--- config.mk ---
export PLATFORM = sky130hd
export DESIGN_NAME = tpc_core
export DESIGN_NICKNAME = d
export VERILOG_FILES = /design/src/pkg/tpc_pkg.sv /design/src/pkg/tpc_tick_if.sv /design/src/rtl/tpc_clk_src.sv /design/src/rtl/tpc_prescaler.sv /design/src/rtl/tpc_core.sv
export SDC_FILE = /design/constraint.sdc
export NUM_CORES = 1
export LEC_CHECK = 0
export ABC_AREA = 1
export BUFFER_PORTS_ARGS = -buffer_cell sky130_fd_sc_hd__buf_4
export CORE_ASPECT_RATIO = 0.7
export CORE_MARGIN = 2
export CORE_UTILIZATION = 51
export DETAILED_ROUTE_END_ITERATION = 8
export PLACE_DENSITY_LB_ADDON = 0.25
export SYNTH_ARGS = -nofsm -noshare
export SYNTH_HDL_FRONTEND = slang
export SYNTH_SLANG_ARGS = --single-unit
--- constraint.sdc ---
create_clock -name mclk -period 2.8 [get_ports mclk]
set_clock_uncertainty 0.2 [all_clocks]
set_input_delay 0.42 -clock mclk [delete_from_list [all_inputs] [get_ports mclk]]
set_output_delay 0.42 -clock mclk [all_outputs]
set_load 0.03 [all_outputs]
--- src/pkg/tpc_pkg.sv ---
// constants, register map and encodings of the timer counter core
package tpc_pkg;
   localparam int CLK_HZ = 200_000_000;
   localparam int CNT_W = 16;
   localparam int PS_W = 3;
   localparam int DIV_W = 7;
   localparam int ADR_W = 4;
   localparam int CHAN_N = 1;
   // register byte addresses
   localparam logic [ADR_W-1:0] OFF_SC = 4'h0;
   localparam logic [ADR_W-1:0] OFF_CNT = 4'h4;
   localparam logic [ADR_W-1:0] OFF_MOD = 4'h8;
   localparam logic [ADR_W-1:0] OFF_PIN = 4'hc;
   // status/control field positions
   localparam int SC_FLAG = 7;
   localparam int SC_IRQ_EN = 6;
   localparam int SC_CENTER = 5;
   localparam int SC_CS_HI = 4;
   localparam int SC_CS_LO = 3;
   localparam int SC_PS_HI = 2;
   localparam int SC_PS_LO = 0;
   // pin/channel config field positions
   localparam int PIN_ELS_LO = 0;
   localparam int PIN_ELS_HI = 1;
   localparam int PIN_MODE_LO = 2;
   localparam int PIN_MODE_HI = 3;
   localparam int PIN_PULLUP = 4;
   // reset values
   localparam logic [6:0] SC_CTRL_RST = 7'h00;
   localparam logic [CNT_W-1:0] CNT_RST = 16'h0000;
   localparam logic [CNT_W-1:0] MOD_RST = 16'h0000;
   localparam logic [4:0] PIN_RST = 5'h00;
   localparam logic [CNT_W-1:0] CNT_ALL_ONES = 16'hffff;
   localparam logic [CNT_W-1:0] CNT_ONE = 16'h0001;
   localparam logic [1:0] ELS_NONE = 2'h0;
   // clock select encodings
   localparam logic [1:0] CS_OFF = 2'h0;
   localparam logic [1:0] CS_BUS = 2'h1;
   localparam logic [1:0] CS_FIXED = 2'h2;
   localparam logic [1:0] CS_EXT = 2'h3;
   localparam int SRC_FIXED = 0;
   localparam int SRC_EXT = 1;
   localparam int SRC_N = 2;
endpackage : tpc_pkg

--- src/pkg/tpc_tick_if.sv ---
// tick signals between clock select, prescaler and counter core
`timescale 1ns/1ps
interface tpc_tick_if;
   logic [1:0] clk_sel;
   logic [2:0] ps_sel;
   logic src_tick;
   logic pre_tick;
   modport src (input clk_sel, output src_tick);
   modport pre (input clk_sel, input ps_sel, input src_tick, output pre_tick);
   modport core (output clk_sel, output ps_sel, input pre_tick);
endinterface : tpc_tick_if

--- src/rtl/tpc_clk_src.sv ---
// clock source synchronizers and source selection
`timescale 1ns/1ps
module tpc_clk_src
   import tpc_pkg::*;
(
   input wire logic mclk,
   input wire logic resetn,
   input wire logic fixed_system_clock,
   input wire logic external_timer_clock_in,
   tpc_tick_if.src tk
);
   logic [SRC_N-1:0] raw;
   logic [SRC_N-1:0] meta_reg;
   logic [SRC_N-1:0] sync_reg;
   logic [SRC_N-1:0] prev_reg;
   logic [SRC_N-1:0] rise;
   logic tick_reg;
   assign raw[SRC_FIXED] = fixed_system_clock;
   assign raw[SRC_EXT] = external_timer_clock_in;
   // source must stay below a quarter of mclk or edges are lost
   genvar i;
   generate
      for (i = 0; i < SRC_N; i++) begin : g_sync
         always_ff @(posedge mclk or negedge resetn) begin
            if (!resetn) begin
               meta_reg[i] <= 1'b0;
               sync_reg[i] <= 1'b0;
               prev_reg[i] <= 1'b0;
            end else begin
               meta_reg[i] <= raw[i];
               sync_reg[i] <= meta_reg[i];
               prev_reg[i] <= sync_reg[i];
            end
         end
         assign rise[i] = sync_reg[i] & ~prev_reg[i];
      end
   endgenerate
   always_ff @(posedge mclk or negedge resetn) begin
      if (!resetn) begin
         tick_reg <= 1'b0;
      end else begin
         unique case (tk.clk_sel)
            CS_OFF: tick_reg <= 1'b0;
            CS_BUS: tick_reg <= 1'b1;
            CS_FIXED: tick_reg <= rise[SRC_FIXED];
            CS_EXT: tick_reg <= rise[SRC_EXT];
         endcase
      end
   end
   assign tk.src_tick = tick_reg;
endmodule : tpc_clk_src

--- src/rtl/tpc_prescaler.sv ---
// power-of-two prescaler behind the selected source
`timescale 1ns/1ps
module tpc_prescaler
   import tpc_pkg::*;
(
   input wire logic mclk,
   input wire logic resetn,
   tpc_tick_if.pre tk
);
   logic [DIV_W-1:0] div_reg;
   logic [DIV_W-1:0] mask;
   function automatic logic [DIV_W-1:0] ps_mask(input logic [PS_W-1:0] ps);
      logic [DIV_W:0] one_hot;
      one_hot = '0;
      one_hot[ps] = 1'b1;
      return DIV_W'(one_hot - 1'b1);
   endfunction : ps_mask
   assign mask = ps_mask(tk.ps_sel);
   always_ff @(posedge mclk or negedge resetn) begin
      if (!resetn) begin
         div_reg <= '0;
      end else if (tk.clk_sel == CS_OFF) begin
         div_reg <= '0;
      end else if (tk.src_tick) begin
         div_reg <= div_reg + 1'b1;
      end
   end
   assign tk.pre_tick = tk.src_tick & ((div_reg & mask) == mask);
endmodule : tpc_prescaler

--- src/rtl/tpc_core.sv ---
// timer counter core with wishbone register slave
//
// Chosen here: the Wishbone register port and the address map.
`timescale 1ns/1ps
// Function
// - prescaler divides the chosen clock by a power of two, 1 to 128.
// - sixteen-bit counter, up free-running or modulo, or up/down when centered.
// - modulo of zero or all ones gives a free-running sixteen-bit count.
// - reading the count never disturbs counting.
// - any write to either count byte clears the counter.
// - after reset timer is off and pins are inputs without pullups.
// - clock select one-one feeds synchronized external clock to prescaler.
// - pin owned by timer ignores port settings, otherwise reverts to GPIO.
// - up mode sets overflow flag when count wraps to zero after modulo.
// - center mode sets overflow flag stepping down from the modulo value.
// - flag clears by read while set then zero write; one ignored.
// - new overflow during clear sequence restarts it, keeping the flag set.
// - overflow interrupt while flag and enable bit six are both set.
// - center select bit five picks up/down counting and centered channels.
// - clock select bits four and three disable or choose one of three sources.
// - prescale bits two to zero pick divisor after source selection.
// - one interrupt per channel plus one terminal-count interrupt.
// - select codes are off, bus clock, fixed clock, external pin.
// - prescale value n divides by two to the n.
// - reading one count byte latches both until the other is read or a count or status/control write.
// - writing one modulo byte blocks overflow until the other is written.
module tpc_core
   import tpc_pkg::*;
(
   input wire logic mclk,
   input wire logic resetn,
   input wire logic wb_cyc_i,
   input wire logic wb_stb_i,
   input wire logic wb_we_i,
   input wire logic [ADR_W-1:0] wb_adr_i,
   input wire logic [3:0] wb_sel_i,
   input wire logic [31:0] wb_dat_i,
   output logic [31:0] wb_dat_o,
   output logic wb_ack_o,
   input wire logic fixed_system_clock,
   input wire logic external_timer_clock_in,
   input wire logic [CHAN_N-1:0] chan_irq_in,
   output logic [CHAN_N-1:0] chan_irq,
   output logic overflow_irq,
   output logic [CNT_W-1:0] count_value,
   output logic count_down,
   output logic center_aligned_pwm,
   output logic [1:0] channel_edge_level_select,
   output logic [1:0] channel_mode_select,
   output logic pin_timer_owned,
   output logic pin_pullup_en
);
   tpc_tick_if tk ();

   logic overflow_flag_reg;
   logic [6:0] sc_ctrl_reg;
   logic [CNT_W-1:0] cnt_reg;
   logic down_reg;
   logic [CNT_W-1:0] mod_reg;
   logic mod_wait_hi_reg;
   logic mod_wait_lo_reg;
   logic clr_armed_reg;
   logic latched_reg;
   logic first_hi_reg;
   logic [CNT_W-1:0] cnt_buf_reg;
   logic [4:0] pin_reg;
   logic ack_reg;
   logic [31:0] dat_reg;
   logic irq_reg;
   logic [CHAN_N-1:0] chan_irq_reg;
   logic own_reg;
   logic pullup_reg;

   logic req;
   logic wr;
   logic rd;
   logic hit_sc;
   logic hit_cnt;
   logic hit_mod;
   logic hit_pin;
   logic [CNT_W-1:0] mod_eff;
   logic [CNT_W-1:0] cnt_next;
   logic down_next;
   logic ovf_raw;
   logic ovf_evt;
   logic clk_on;
   logic center;
   logic [CNT_W-1:0] cnt_rd;

   function automatic logic reg_hit(input logic [ADR_W-1:0] adr, input logic [ADR_W-1:0] off);
      return adr[ADR_W-1:2] == off[ADR_W-1:2];
   endfunction : reg_hit

   // bus request taken once, in the cycle before ack
   assign req = wb_cyc_i & wb_stb_i & ~ack_reg;
   assign wr = req & wb_we_i;
   assign rd = req & ~wb_we_i;
   assign hit_sc = reg_hit(wb_adr_i, OFF_SC);
   assign hit_cnt = reg_hit(wb_adr_i, OFF_CNT);
   assign hit_mod = reg_hit(wb_adr_i, OFF_MOD);
   assign hit_pin = reg_hit(wb_adr_i, OFF_PIN);

   assign clk_on = sc_ctrl_reg[SC_CS_HI:SC_CS_LO] != CS_OFF;
   assign center = sc_ctrl_reg[SC_CENTER];
   assign tk.clk_sel = sc_ctrl_reg[SC_CS_HI:SC_CS_LO];
   assign tk.ps_sel = sc_ctrl_reg[SC_PS_HI:SC_PS_LO];

   tpc_clk_src u_src (
      .mclk(mclk),
      .resetn(resetn),
      .fixed_system_clock(fixed_system_clock),
      .external_timer_clock_in(external_timer_clock_in),
      .tk(tk)
   );

   tpc_prescaler u_pre (
      .mclk(mclk),
      .resetn(resetn),
      .tk(tk)
   );

   // zero or all-ones modulo both act as full range
   assign mod_eff = (mod_reg == MOD_RST || mod_reg == CNT_ALL_ONES) ? CNT_ALL_ONES : mod_reg;

   always_comb begin
      cnt_next = cnt_reg;
      down_next = down_reg;
      ovf_raw = 1'b0;
      if (tk.pre_tick && clk_on) begin
         if (!center) begin
            down_next = 1'b0;
            if (cnt_reg >= mod_eff) begin
               cnt_next = CNT_RST;
               ovf_raw = 1'b1;
            end else begin
               cnt_next = cnt_reg + CNT_ONE;
            end
         end else if (!down_reg) begin
            if (cnt_reg >= mod_eff) begin
               down_next = 1'b1;
               cnt_next = cnt_reg - CNT_ONE;
               ovf_raw = 1'b1;
            end else begin
               cnt_next = cnt_reg + CNT_ONE;
            end
         end else begin
            if (cnt_reg == CNT_RST) begin
               down_next = 1'b0;
               cnt_next = CNT_ONE;
            end else begin
               cnt_next = cnt_reg - CNT_ONE;
            end
         end
      end
   end

   // half-written modulo holds off overflow reporting
   assign ovf_evt = ovf_raw & ~mod_wait_hi_reg & ~mod_wait_lo_reg;

   always_ff @(posedge mclk or negedge resetn) begin
      if (!resetn) begin
         cnt_reg <= CNT_RST;
         down_reg <= 1'b0;
      end else if (wr && hit_cnt && (wb_sel_i[1:0] != 2'h0)) begin
         cnt_reg <= CNT_RST;
         down_reg <= 1'b0;
      end else begin
         cnt_reg <= cnt_next;
         down_reg <= down_next;
      end
   end

   always_ff @(posedge mclk or negedge resetn) begin
      if (!resetn) begin
         sc_ctrl_reg <= SC_CTRL_RST;
      end else if (wr && hit_sc && wb_sel_i[0]) begin
         sc_ctrl_reg <= wb_dat_i[6:0];
      end
   end

   always_ff @(posedge mclk or negedge resetn) begin
      if (!resetn) begin
         mod_reg <= MOD_RST;
      end else if (wr && hit_mod) begin
         if (wb_sel_i[0]) begin
            mod_reg[7:0] <= wb_dat_i[7:0];
         end
         if (wb_sel_i[1]) begin
            mod_reg[15:8] <= wb_dat_i[15:8];
         end
      end
   end

   // track which modulo byte is still owed after a single-byte write
   always_ff @(posedge mclk or negedge resetn) begin
      if (!resetn) begin
         mod_wait_hi_reg <= 1'b0;
         mod_wait_lo_reg <= 1'b0;
      end else if (wr && hit_mod) begin
         if (wb_sel_i[1:0] == 2'h1) begin
            mod_wait_hi_reg <= 1'b1;
            mod_wait_lo_reg <= 1'b0;
         end else if (wb_sel_i[1:0] == 2'h2) begin
            mod_wait_lo_reg <= ~mod_wait_hi_reg;
            mod_wait_hi_reg <= 1'b0;
         end else if (wb_sel_i[1:0] == 2'h3) begin
            mod_wait_hi_reg <= 1'b0;
            mod_wait_lo_reg <= 1'b0;
         end
         if (wb_sel_i[1:0] == 2'h1 && mod_wait_lo_reg) begin
            mod_wait_hi_reg <= 1'b0;
         end
      end
   end

   // set beats clear in the same cycle
   always_ff @(posedge mclk or negedge resetn) begin
      if (!resetn) begin
         overflow_flag_reg <= 1'b0;
      end else if (ovf_evt) begin
         overflow_flag_reg <= 1'b1;
      end else if (wr && hit_sc && wb_sel_i[0] && !wb_dat_i[SC_FLAG] && clr_armed_reg) begin
         overflow_flag_reg <= 1'b0;
      end
   end

   always_ff @(posedge mclk or negedge resetn) begin
      if (!resetn) begin
         clr_armed_reg <= 1'b0;
      end else if (ovf_evt) begin
         clr_armed_reg <= 1'b0;
      end else if (rd && hit_sc && wb_sel_i[0] && overflow_flag_reg) begin
         clr_armed_reg <= 1'b1;
      end else if (wr && hit_sc && wb_sel_i[0] && !wb_dat_i[SC_FLAG]) begin
         clr_armed_reg <= 1'b0;
      end
   end

   // count read value; a full 16-bit read is coherent by itself
   assign cnt_rd = latched_reg ? cnt_buf_reg : cnt_reg;

   always_ff @(posedge mclk or negedge resetn) begin
      if (!resetn) begin
         latched_reg <= 1'b0;
         first_hi_reg <= 1'b0;
         cnt_buf_reg <= CNT_RST;
      end else if ((wr && hit_cnt && (wb_sel_i[1:0] != 2'h0)) || (wr && hit_sc && wb_sel_i[0])) begin
         latched_reg <= 1'b0;
      end else if (rd && hit_cnt) begin
         if (latched_reg) begin
            if (first_hi_reg ? wb_sel_i[0] : wb_sel_i[1]) begin
               latched_reg <= 1'b0;
            end
         end else if (wb_sel_i[1:0] == 2'h1 || wb_sel_i[1:0] == 2'h2) begin
            latched_reg <= 1'b1;
            first_hi_reg <= wb_sel_i[1];
            cnt_buf_reg <= cnt_reg;
         end
      end
   end

   always_ff @(posedge mclk or negedge resetn) begin
      if (!resetn) begin
         pin_reg <= PIN_RST;
      end else if (wr && hit_pin && wb_sel_i[0]) begin
         pin_reg <= wb_dat_i[4:0];
      end
   end

   always_ff @(posedge mclk or negedge resetn) begin
      if (!resetn) begin
         ack_reg <= 1'b0;
      end else begin
         ack_reg <= req;
      end
   end

   // address bits three and two select one of four registers; unused bits read as zero
   always_ff @(posedge mclk or negedge resetn) begin
      if (!resetn) begin
         dat_reg <= '0;
      end else if (rd) begin
         dat_reg <= '0;
         if (hit_sc) begin
            dat_reg[7:0] <= {overflow_flag_reg, sc_ctrl_reg};
         end else if (hit_cnt) begin
            dat_reg[15:0] <= cnt_rd;
         end else if (hit_mod) begin
            dat_reg[15:0] <= mod_reg;
         end else if (hit_pin) begin
            dat_reg[4:0] <= pin_reg;
         end
      end
   end

   always_ff @(posedge mclk or negedge resetn) begin
      if (!resetn) begin
         irq_reg <= 1'b0;
         chan_irq_reg <= '0;
      end else begin
         irq_reg <= overflow_flag_reg & sc_ctrl_reg[SC_IRQ_EN];
         chan_irq_reg <= chan_irq_in;
      end
   end

   // pin ownership; port data and direction apply only while not owned
   always_ff @(posedge mclk or negedge resetn) begin
      if (!resetn) begin
         own_reg <= 1'b0;
         pullup_reg <= 1'b0;
      end else begin
         own_reg <= clk_on && (center || pin_reg[PIN_ELS_HI:PIN_ELS_LO] != ELS_NONE);
         pullup_reg <= clk_on && pin_reg[PIN_PULLUP] && (pin_reg[PIN_ELS_HI:PIN_ELS_LO] != ELS_NONE);
      end
   end

   assign wb_ack_o = ack_reg;
   assign wb_dat_o = dat_reg;
   assign overflow_irq = irq_reg;
   assign chan_irq = chan_irq_reg;
   assign count_value = cnt_reg;
   assign count_down = down_reg;
   assign center_aligned_pwm = sc_ctrl_reg[SC_CENTER];
   assign channel_edge_level_select = pin_reg[PIN_ELS_HI:PIN_ELS_LO];
   assign channel_mode_select = pin_reg[PIN_MODE_HI:PIN_MODE_LO];
   assign pin_timer_owned = own_reg;
   assign pin_pullup_en = pullup_reg;
endmodule : tpc_core

==> flow_metrics.py, run 1 <==
metrics = {
    "run_status": {
        "outcome": "finished, violations left",
        "failed_checks": "setup timing",
    },
    "floorplanning": {
        "die_h_um": 94.6,
        "dieArea_um2": 12600,
        "start_util_pct": 51.7,
        "core_um2": 11600,
        "die_w_um": 133,
        "num_rows": 33,
        "io_pins": 107,
    },
    "job": {
        "max_cap_violations": 0,
    },
    "sta": {
        "setup_violations": 19,
        "fin_ws_ns": -0.263,
        "drv_slew": 0,
        "finalCritPeriodShare_pct": 109,
        "worst_pin_slew_ns": 0.658,
        "slew_headroom_pct": 56.1,
        "max_clock_freq_mhz": 326,
        "fin_crit_ns": 3.06,
        "rsz0062_at_grt": "true",
        "hold_ws_ns": 0.0832,
        "hold_viol": 0,
    },
    "drt": {
        "routedWlPerCell_um": 17.5,
        "dr.pass1.iters": 6,
        "drtIter0Drc": 540,
        "num_vias": 5677,
        "totalWireLength_um": 18000,
        "drc": 0,
        "via_per_inst": 5.53,
        "antenna_left": 0,
    },
    "synth": {
        "synth-simple-area-share_pct": 24.8,
        "synth_top_family_by_area": "simple AND/OR/NAND/NOR gates",
        "synth_xor_area_share_pct": 2.78,
        "netlist_area_um2": 5980,
        "ys_seq_area_share_pct": 42.7,
        "synth_common_cells": "nand2_1 (153), dfrtp_1 (102), o21ai_0 (76)",
        "synth_top_flop_cell": "dfrtp_1",
        "synth_cells": 749,
        "yosysTopAreaCellShare_pct": 42.7,
        "ys_warn_count": 0,
        "muxShareOfSynthArea_pct": 1.88,
        "synth_edf_count": 0,
        "synth_compound_area_share_pct": 13.2,
        "synth_cell_types": 43,
        "yosysTopAreaCell": "dfrtp_1",
        "yosysMostFrequentCell": "nand2_1",
        "synthAdderAreaFrac_pct": 5.02,
        "yosys_register_bits": 102,
        "synth.avg_cell_area_um2": 7.98,
        "synthTopCellsByArea": "dfrtp_1 (43%), nand2_1 (9.6%), o21ai_0 (6.4%), ha_1 (5.0%), nor2_1 (4.5%)",
        "synthArstFlopShare_pct": 100,
    },
    "layout": {
        "fillers": 947,
        "area_delta_synth_final_pct": 27.8,
        "nets": 937,
        "final_area_um2": 7640,
        "fin_util_pct": 66.1,
        "n_antenna_cell": 0,
        "drive_gt1_share_pct": 28.5,
        "seq_area_um2": 2550,
        "stdcell_count": 1027,
        "multi_input_area_um2": 3210,
    },
    "worst_setup_path": {
        "crit_chain": "buf_6, nor4_4, nand4_1, o41ai_4, buf_6, nor2_4, ha_4, nand2_2, inv_1, nand2_2, nor2_2, nor2_1, nand2_2, nand2_4, nand3_2, buf_6, nor2_4, buf_12, nand3_4, nand3_2",
        "worstPathArrival_ns": 3.16,
        "worstSetupEndpointType": "flop",
        "crit_slowest_cell": "dfrtp_1",
        "cp.required_ns": 2.90,
        "slowest_delay_ns": 0.40,
        "criticalPathCategory": "reg -> reg",
        "start_kind": "flop",
        "r2r_cells": 20,
        "crit_path_max_fanout": 8,
    },
    "pwr": {
        "irDropWorstVdd_mv": 0.347,
        "p_leak_nw": 3.79,
        "power_mw": 4.37,
        "cellPowerDensity_nw_per_um2": 571,
    },
    "clocking": {
        "clk_latency_ns": 0.36,
        "ctsLongestPathBuffers": 2,
        "htree_levels": 3,
        "cts_tree": "yes",
        "cts.sinks": 102,
        "clk_pin_slew_ns": 0.08,
        "cts_made_buffers": 9,
        "cts-root-buf": "clkbuf_16",
    },
    "global_route": {
        "grt_pass1_vias": 5429,
        "grt_pass1_wl_um": 28500,
        "grt_max_degree": 54,
        "grt_overflow": 0,
        "antenna_found_initial": 0,
        "track_usage_pct": 29.5,
    },
    "place": {
        "gp_congestion": 0.940,
        "dp_hpwl_um": 13100,
        "dp_cells": 989,
        "port_buffers": 70,
        "dpl-instance-area_um2": 6800,
    },
    "worst_hold_path": {
        "worstHoldPathCells": 3,
        "holdCritPathClass": "in -> reg",
    },
}
[metal layers]
metal | up-vias | wire, um | part of all wire, % | GRT usage (%)
li1 | 2675 | - | - | -
met1 | 2706 | 8270 | 46 | 43.0
met2 | 266 | 7620 | 42 | 43.4
met3 | 30 | 1790 | 10 | 7.84
met4 | 0 | 269 | 1.5 | 7.89
met5 | - | 0 | 0 | 0
[final cells by class]
class                      instances  share of cell area, %
multi-input combinational        542                   42.0
sequential                       102                   33.4
timing repair buffer             132                   14.2
inverter                          78                   4.03
clock buffer                      10                   3.13
tap                              157                   2.57
clock inverter                     6                  0.671
[timing repair]
action / in CTS / in global routing
pin swaps: 21 / 27
setup endpoints to repair: 19 / 19
hold buffers: 4 / 0
gates resized for setup: 46 / 43
hold endpoints to repair: 15 / 0
setup buffers: 12 / 8
[stage by stage]
step / setup WS (ns) / TNS, ns
2_1_floorplan: 0.0306 / 0
3_3_place_gp: -0.347 / -5.20
3_5_place_dp: -0.444 / -7.02
4_1_cts: -0.156 / -1.86
5_1_grt: -0.390 / -6.50
6_report: -0.263 / -3.76
[worst max-delay path: cells and delay by family (launching register included)]
family | cells | cell delay, ns
adders and majority gates | 1 | 0.24
DFF | 1 | 0.40
and+or+nand+nor | 13 | 1.33
buffers and inverters | 5 | 0.72
AOI/OAI and AO/OA | 1 | 0.10
[path summary, 6_finish.rpt]
| path | start | to | slack, ns |
|---|---|---|---|
| setup / recovery | mod_reg[3]$_DFFE_PN0P_ | count_value[10]$_DFFE_PN0P_ | -0.26 |
| hold / removal | wb_dat_i[0] | sc_ctrl_reg[0]$_DFFE_PN0P_ | 0.08 |
| setup reg to reg | mod_reg[3]$_DFFE_PN0P_ | count_value[10]$_DFFE_PN0P_ | -0.26 |
| hold reg to reg | u_src.meta_reg[1]$_DFF_PN0_ | u_src.sync_reg[1]$_DFF_PN0_ | 0.16 |
| max in group asynchronous | resetn | mod_reg[15]$_DFFE_PN0P_ | 1.42 |
| min in group asynchronous | resetn | u_pre.div_reg[3]$_DFFE_PN0P_ | 0.26 |
[cell usage in the layout (no fill, tap or decap), types with 7 or more instances in the layout]
| cell | n |
|---|---|
| a21oi_1 | 47 |
| buf_4 | 110 |
| buf_6 | 16 |
| clkbuf_16 | 9 |
| conb_1 | 16 |
| dfrtp_1 | 102 |
| ha_1 | 20 |
| inv_1 | 59 |
| inv_2 | 14 |
| mux2_2 | 10 |
| nand2_1 | 144 |
| nand2_2 | 11 |
| nand3_1 | 36 |
| nand3_2 | 16 |
| nand4_1 | 16 |
| nor2_1 | 59 |
| nor2_2 | 16 |
| nor2_4 | 9 |
| o21ai_0 | 71 |
| o21ai_1 | 7 |
| xor2_1 | 19 |
[logic make-up after synthesis]
| logic type | after synthesis |
|---|---|
| and+or+nand+nor | 329 |
| AOI/OAI and AO/OA | 144 |
| buffers and inverters | 120 |
| DFF | 102 |
| adders and majority gates | 24 |
| xor gates and xnor gates | 19 |
| muxes | 10 |
| other | 1 |
[where the power goes]
group	switching, mW	total, mW	internal (mW)
Combinational	0.790	1.33	0.538
Sequential	0.146	1.77	1.63
Clock	0.618	1.26	0.645
Total	1.55	4.37	2.81
(Power assumes the default switching activity.)
==> run 2: changes to the inputs <==
--- a/config.mk
+++ b/config.mk
@@ -6,11 +6,11 @@
 export NUM_CORES = 1
 export LEC_CHECK = 0
 export ABC_AREA = 1
-export BUFFER_PORTS_ARGS = -buffer_cell sky130_fd_sc_hd__buf_4
 export CORE_ASPECT_RATIO = 0.7
 export CORE_MARGIN = 2
-export CORE_UTILIZATION = 51
+export CORE_UTILIZATION = 58
 export DETAILED_ROUTE_END_ITERATION = 8
+export DONT_BUFFER_PORTS = 1
 export PLACE_DENSITY_LB_ADDON = 0.25
 export SYNTH_ARGS = -nofsm -noshare
 export SYNTH_HDL_FRONTEND = slang
==> run 2 against run 1 <==
Net effect: the run ends with hold timing, setup timing left; global-route usage is 2.6 points higher; die area shrank 12%; wire length rose by 3.3%; maximum frequency fell by 7.2%; sequential power rose by 8%; via count about the same; core utilization increased by 8.2 points; critical path type unchanged.
==> flow_metrics.py, run 2 (same netlist as run 1, synthesis figures left out) <==
metrics = {
    "worst_setup_path": {
        "slowest_delay_ns": 0.39,
        "criticalPathCategory": "reg -> reg",
        "crit_buf_inv": 5,
        "crit_slowest_cell": "dfrtp_1",
        "r2r_start": "mod_reg[10]$_DFFE_PN0P_",
        "r2r-end": "count_value[3]$_DFFE_PN0P_",
        "r2r_cells": 17,
        "worstPathArrival_ns": 3.39,
        "cp.required_ns": 2.89,
        "start_kind": "flop",
        "crit_path_max_fanout": 8,
        "worstSetupEndpointType": "flop",
        "crit_chain": "buf_4, nor4_1, nand4_1, o41ai_4, buf_4, buf_12, clkbuf_16, nor2_1, ha_1, a21oi_2, o21ai_2, nor2_4, nand3_4, nor2_4, buf_6, nand3_2, nand3_2",
        "reg2reg_slack_ns": -0.50,
        "crit_family": "simple AND/OR/NAND/NOR gates",
    },
    "floorplanning": {
        "die_h_um": 89.0,
        "io_pins": 107,
        "die_w_um": 125,
        "start_util_pct": 60.6,
        "dieArea_um2": 11200,
        "core_um2": 9870,
        "num_rows": 30,
    },
    "drt": {
        "via_per_inst": 6.06,
        "drtIter0Drc": 795,
        "drc": 0,
        "dr.pass1.iters": 6,
        "totalWireLength_um": 18500,
        "antenna_left": 0,
        "routedWlPerCell_um": 19.8,
        "num_vias": 5675,
    },
    "global_route": {
        "grt_busiest_layer": "met1",
        "grt_overflow": 0,
        "track_usage_pct": 32.1,
        "antenna_found_initial": 0,
        "grt_pass1_vias": 5027,
        "use_met1_pct": 48.4,
        "grt_use_met3_pct": 9.69,
        "grt_pass1_wl_um": 27300,
        "grt_max_degree": 103,
        "gr-usage-met2_pct": 45.5,
    },
    "sta": {
        "max_clock_freq_mhz": 303,
        "fin_crit_ns": 3.30,
        "hold_ws_ns": -0.444,
        "setup_violations": 19,
        "slew_headroom_pct": 54.6,
        "rsz0062_at_grt": "true",
        "finalCritPeriodShare_pct": 118,
        "timing.setup.tns_ns": -8.10,
        "worst_pin_slew_ns": 0.680,
        "drv_slew": 0,
        "hold_viol": 102,
        "fin_ws_ns": -0.500,
    },
    "pwr": {
        "cellPowerDensity_nw_per_um2": 595,
        "irDropWorstVdd_mv": 0.357,
        "p_leak_nw": 3.50,
    },
    "layout": {
        "mostFrequentLayoutCells": "nand2_1 (146), dfrtp_1 (102), o21ai_0 (71)",
        "stdcell_count": 937,
        "n_antenna_cell": 0,
        "fin_util_pct": 74.3,
        "drive_gt1_share_pct": 24.0,
        "area_delta_synth_final_pct": 22.7,
        "nets": 876,
        "mostFrequentLayoutCell": "nand2_1",
    },
    "place": {
        "gp_congestion": 0.941,
        "dp_cells": 899,
        "port_buffers": 0,
        "dp_hpwl_um": 12800,
    },
    "clocking": {
        "clk_pin_slew_ns": 0.08,
        "cts-root-buf": "clkbuf_16",
        "ctsLongestPathBuffers": 2,
        "htree_levels": 3,
        "cts.sinks": 102,
        "clk_latency_ns": 0.36,
        "postCtsHoldBufs": 7,
        "cts_made_buffers": 9,
        "cts_tree": "yes",
    },
    "job": {
        "max_cap_violations": 0,
    },
    "worst_hold_path": {
        "holdCritPathClass": "in -> async",
    },
    "run_status": {
        "outcome": "finished, violations left",
        "failed_checks": "hold timing, setup timing",
    },
}
[run 2: changes by cell type in the layout (fill, tap and decap cells not counted), sizes merged]
cell and change:
buf -66, dlygate4sd3 +3, bufinv +1, clkbuf +1, clkinv -1, inv +1
[run 2: how the worst max path moves through the flow]
stage,slack [ns],cells after the start,from,to
4_1_cts,-0.29,20,mod_reg[5]$_DFFE_PN0P_,count_value[8]$_DFFE_PN0P_
3_5_place_dp,-0.58,18,mod_reg[2]$_DFFE_PN0P_,count_value[11]$_DFFE_PN0P_
5_1_grt,-0.57,17,mod_reg[11]$_DFFE_PN0P_,count_value[3]$_DFFE_PN0P_
3_3_place_gp,-0.46,19,mod_reg[2]$_DFFE_PN0P_,count_value[9]$_DFFE_PN0P_
2_1_floorplan,0.03,14,mod_reg[10]$_DFFE_PN0P_,count_value[11]$_DFFE_PN0P_
6_report,-0.50,17,mod_reg[10]$_DFFE_PN0P_,count_value[3]$_DFFE_PN0P_
[run 2: cell type report]
class	instances	area, um^2
Clock buffer	10	239
Clock inverter	6	76.3
Fill cell	700	2530
Inverter	78	305
Multi-Input combinational cell	542	3350
Sequential cell	102	2550
Tap cell	128	160
Timing Repair Buffer	70	639
Timing Repair inverter	1	11.3
[run 2: per-layer routing]
layer	up-vias	wire (um)
li1	2552	-
met1	2700	7970
met2	381	7820
met3	42	2390
met4	0	364
met5	-	0
[run 2: through the flow]
stage	instance area, um^2	total power [mW]	setup WS [ns]
after floorplan	6040	2.46	0.0306
after global placement	6290	2.70	-0.462
after detailed placement	6290	2.74	-0.578
after CTS	6980	4.18	-0.294
after global routing	7340	4.53	-0.570
final	7340	4.36	-0.500
[run 2: timing repair]
action,in CTS,in global routing
hold endpoints to repair,109,102
cloned,2,0
endpoints found under the setup margin,19,19
resized for setup,52,53
buffers inserted,5,9
pin swaps,18,44
[run 2: report_power, final]
group          switching (mW)  leakage [nW]  internal, mW  total, mW
clock                   0.604         0.156         0.736       1.34
combinational           0.649          2.01         0.459       1.11
sequential              0.289          1.34          1.63       1.92
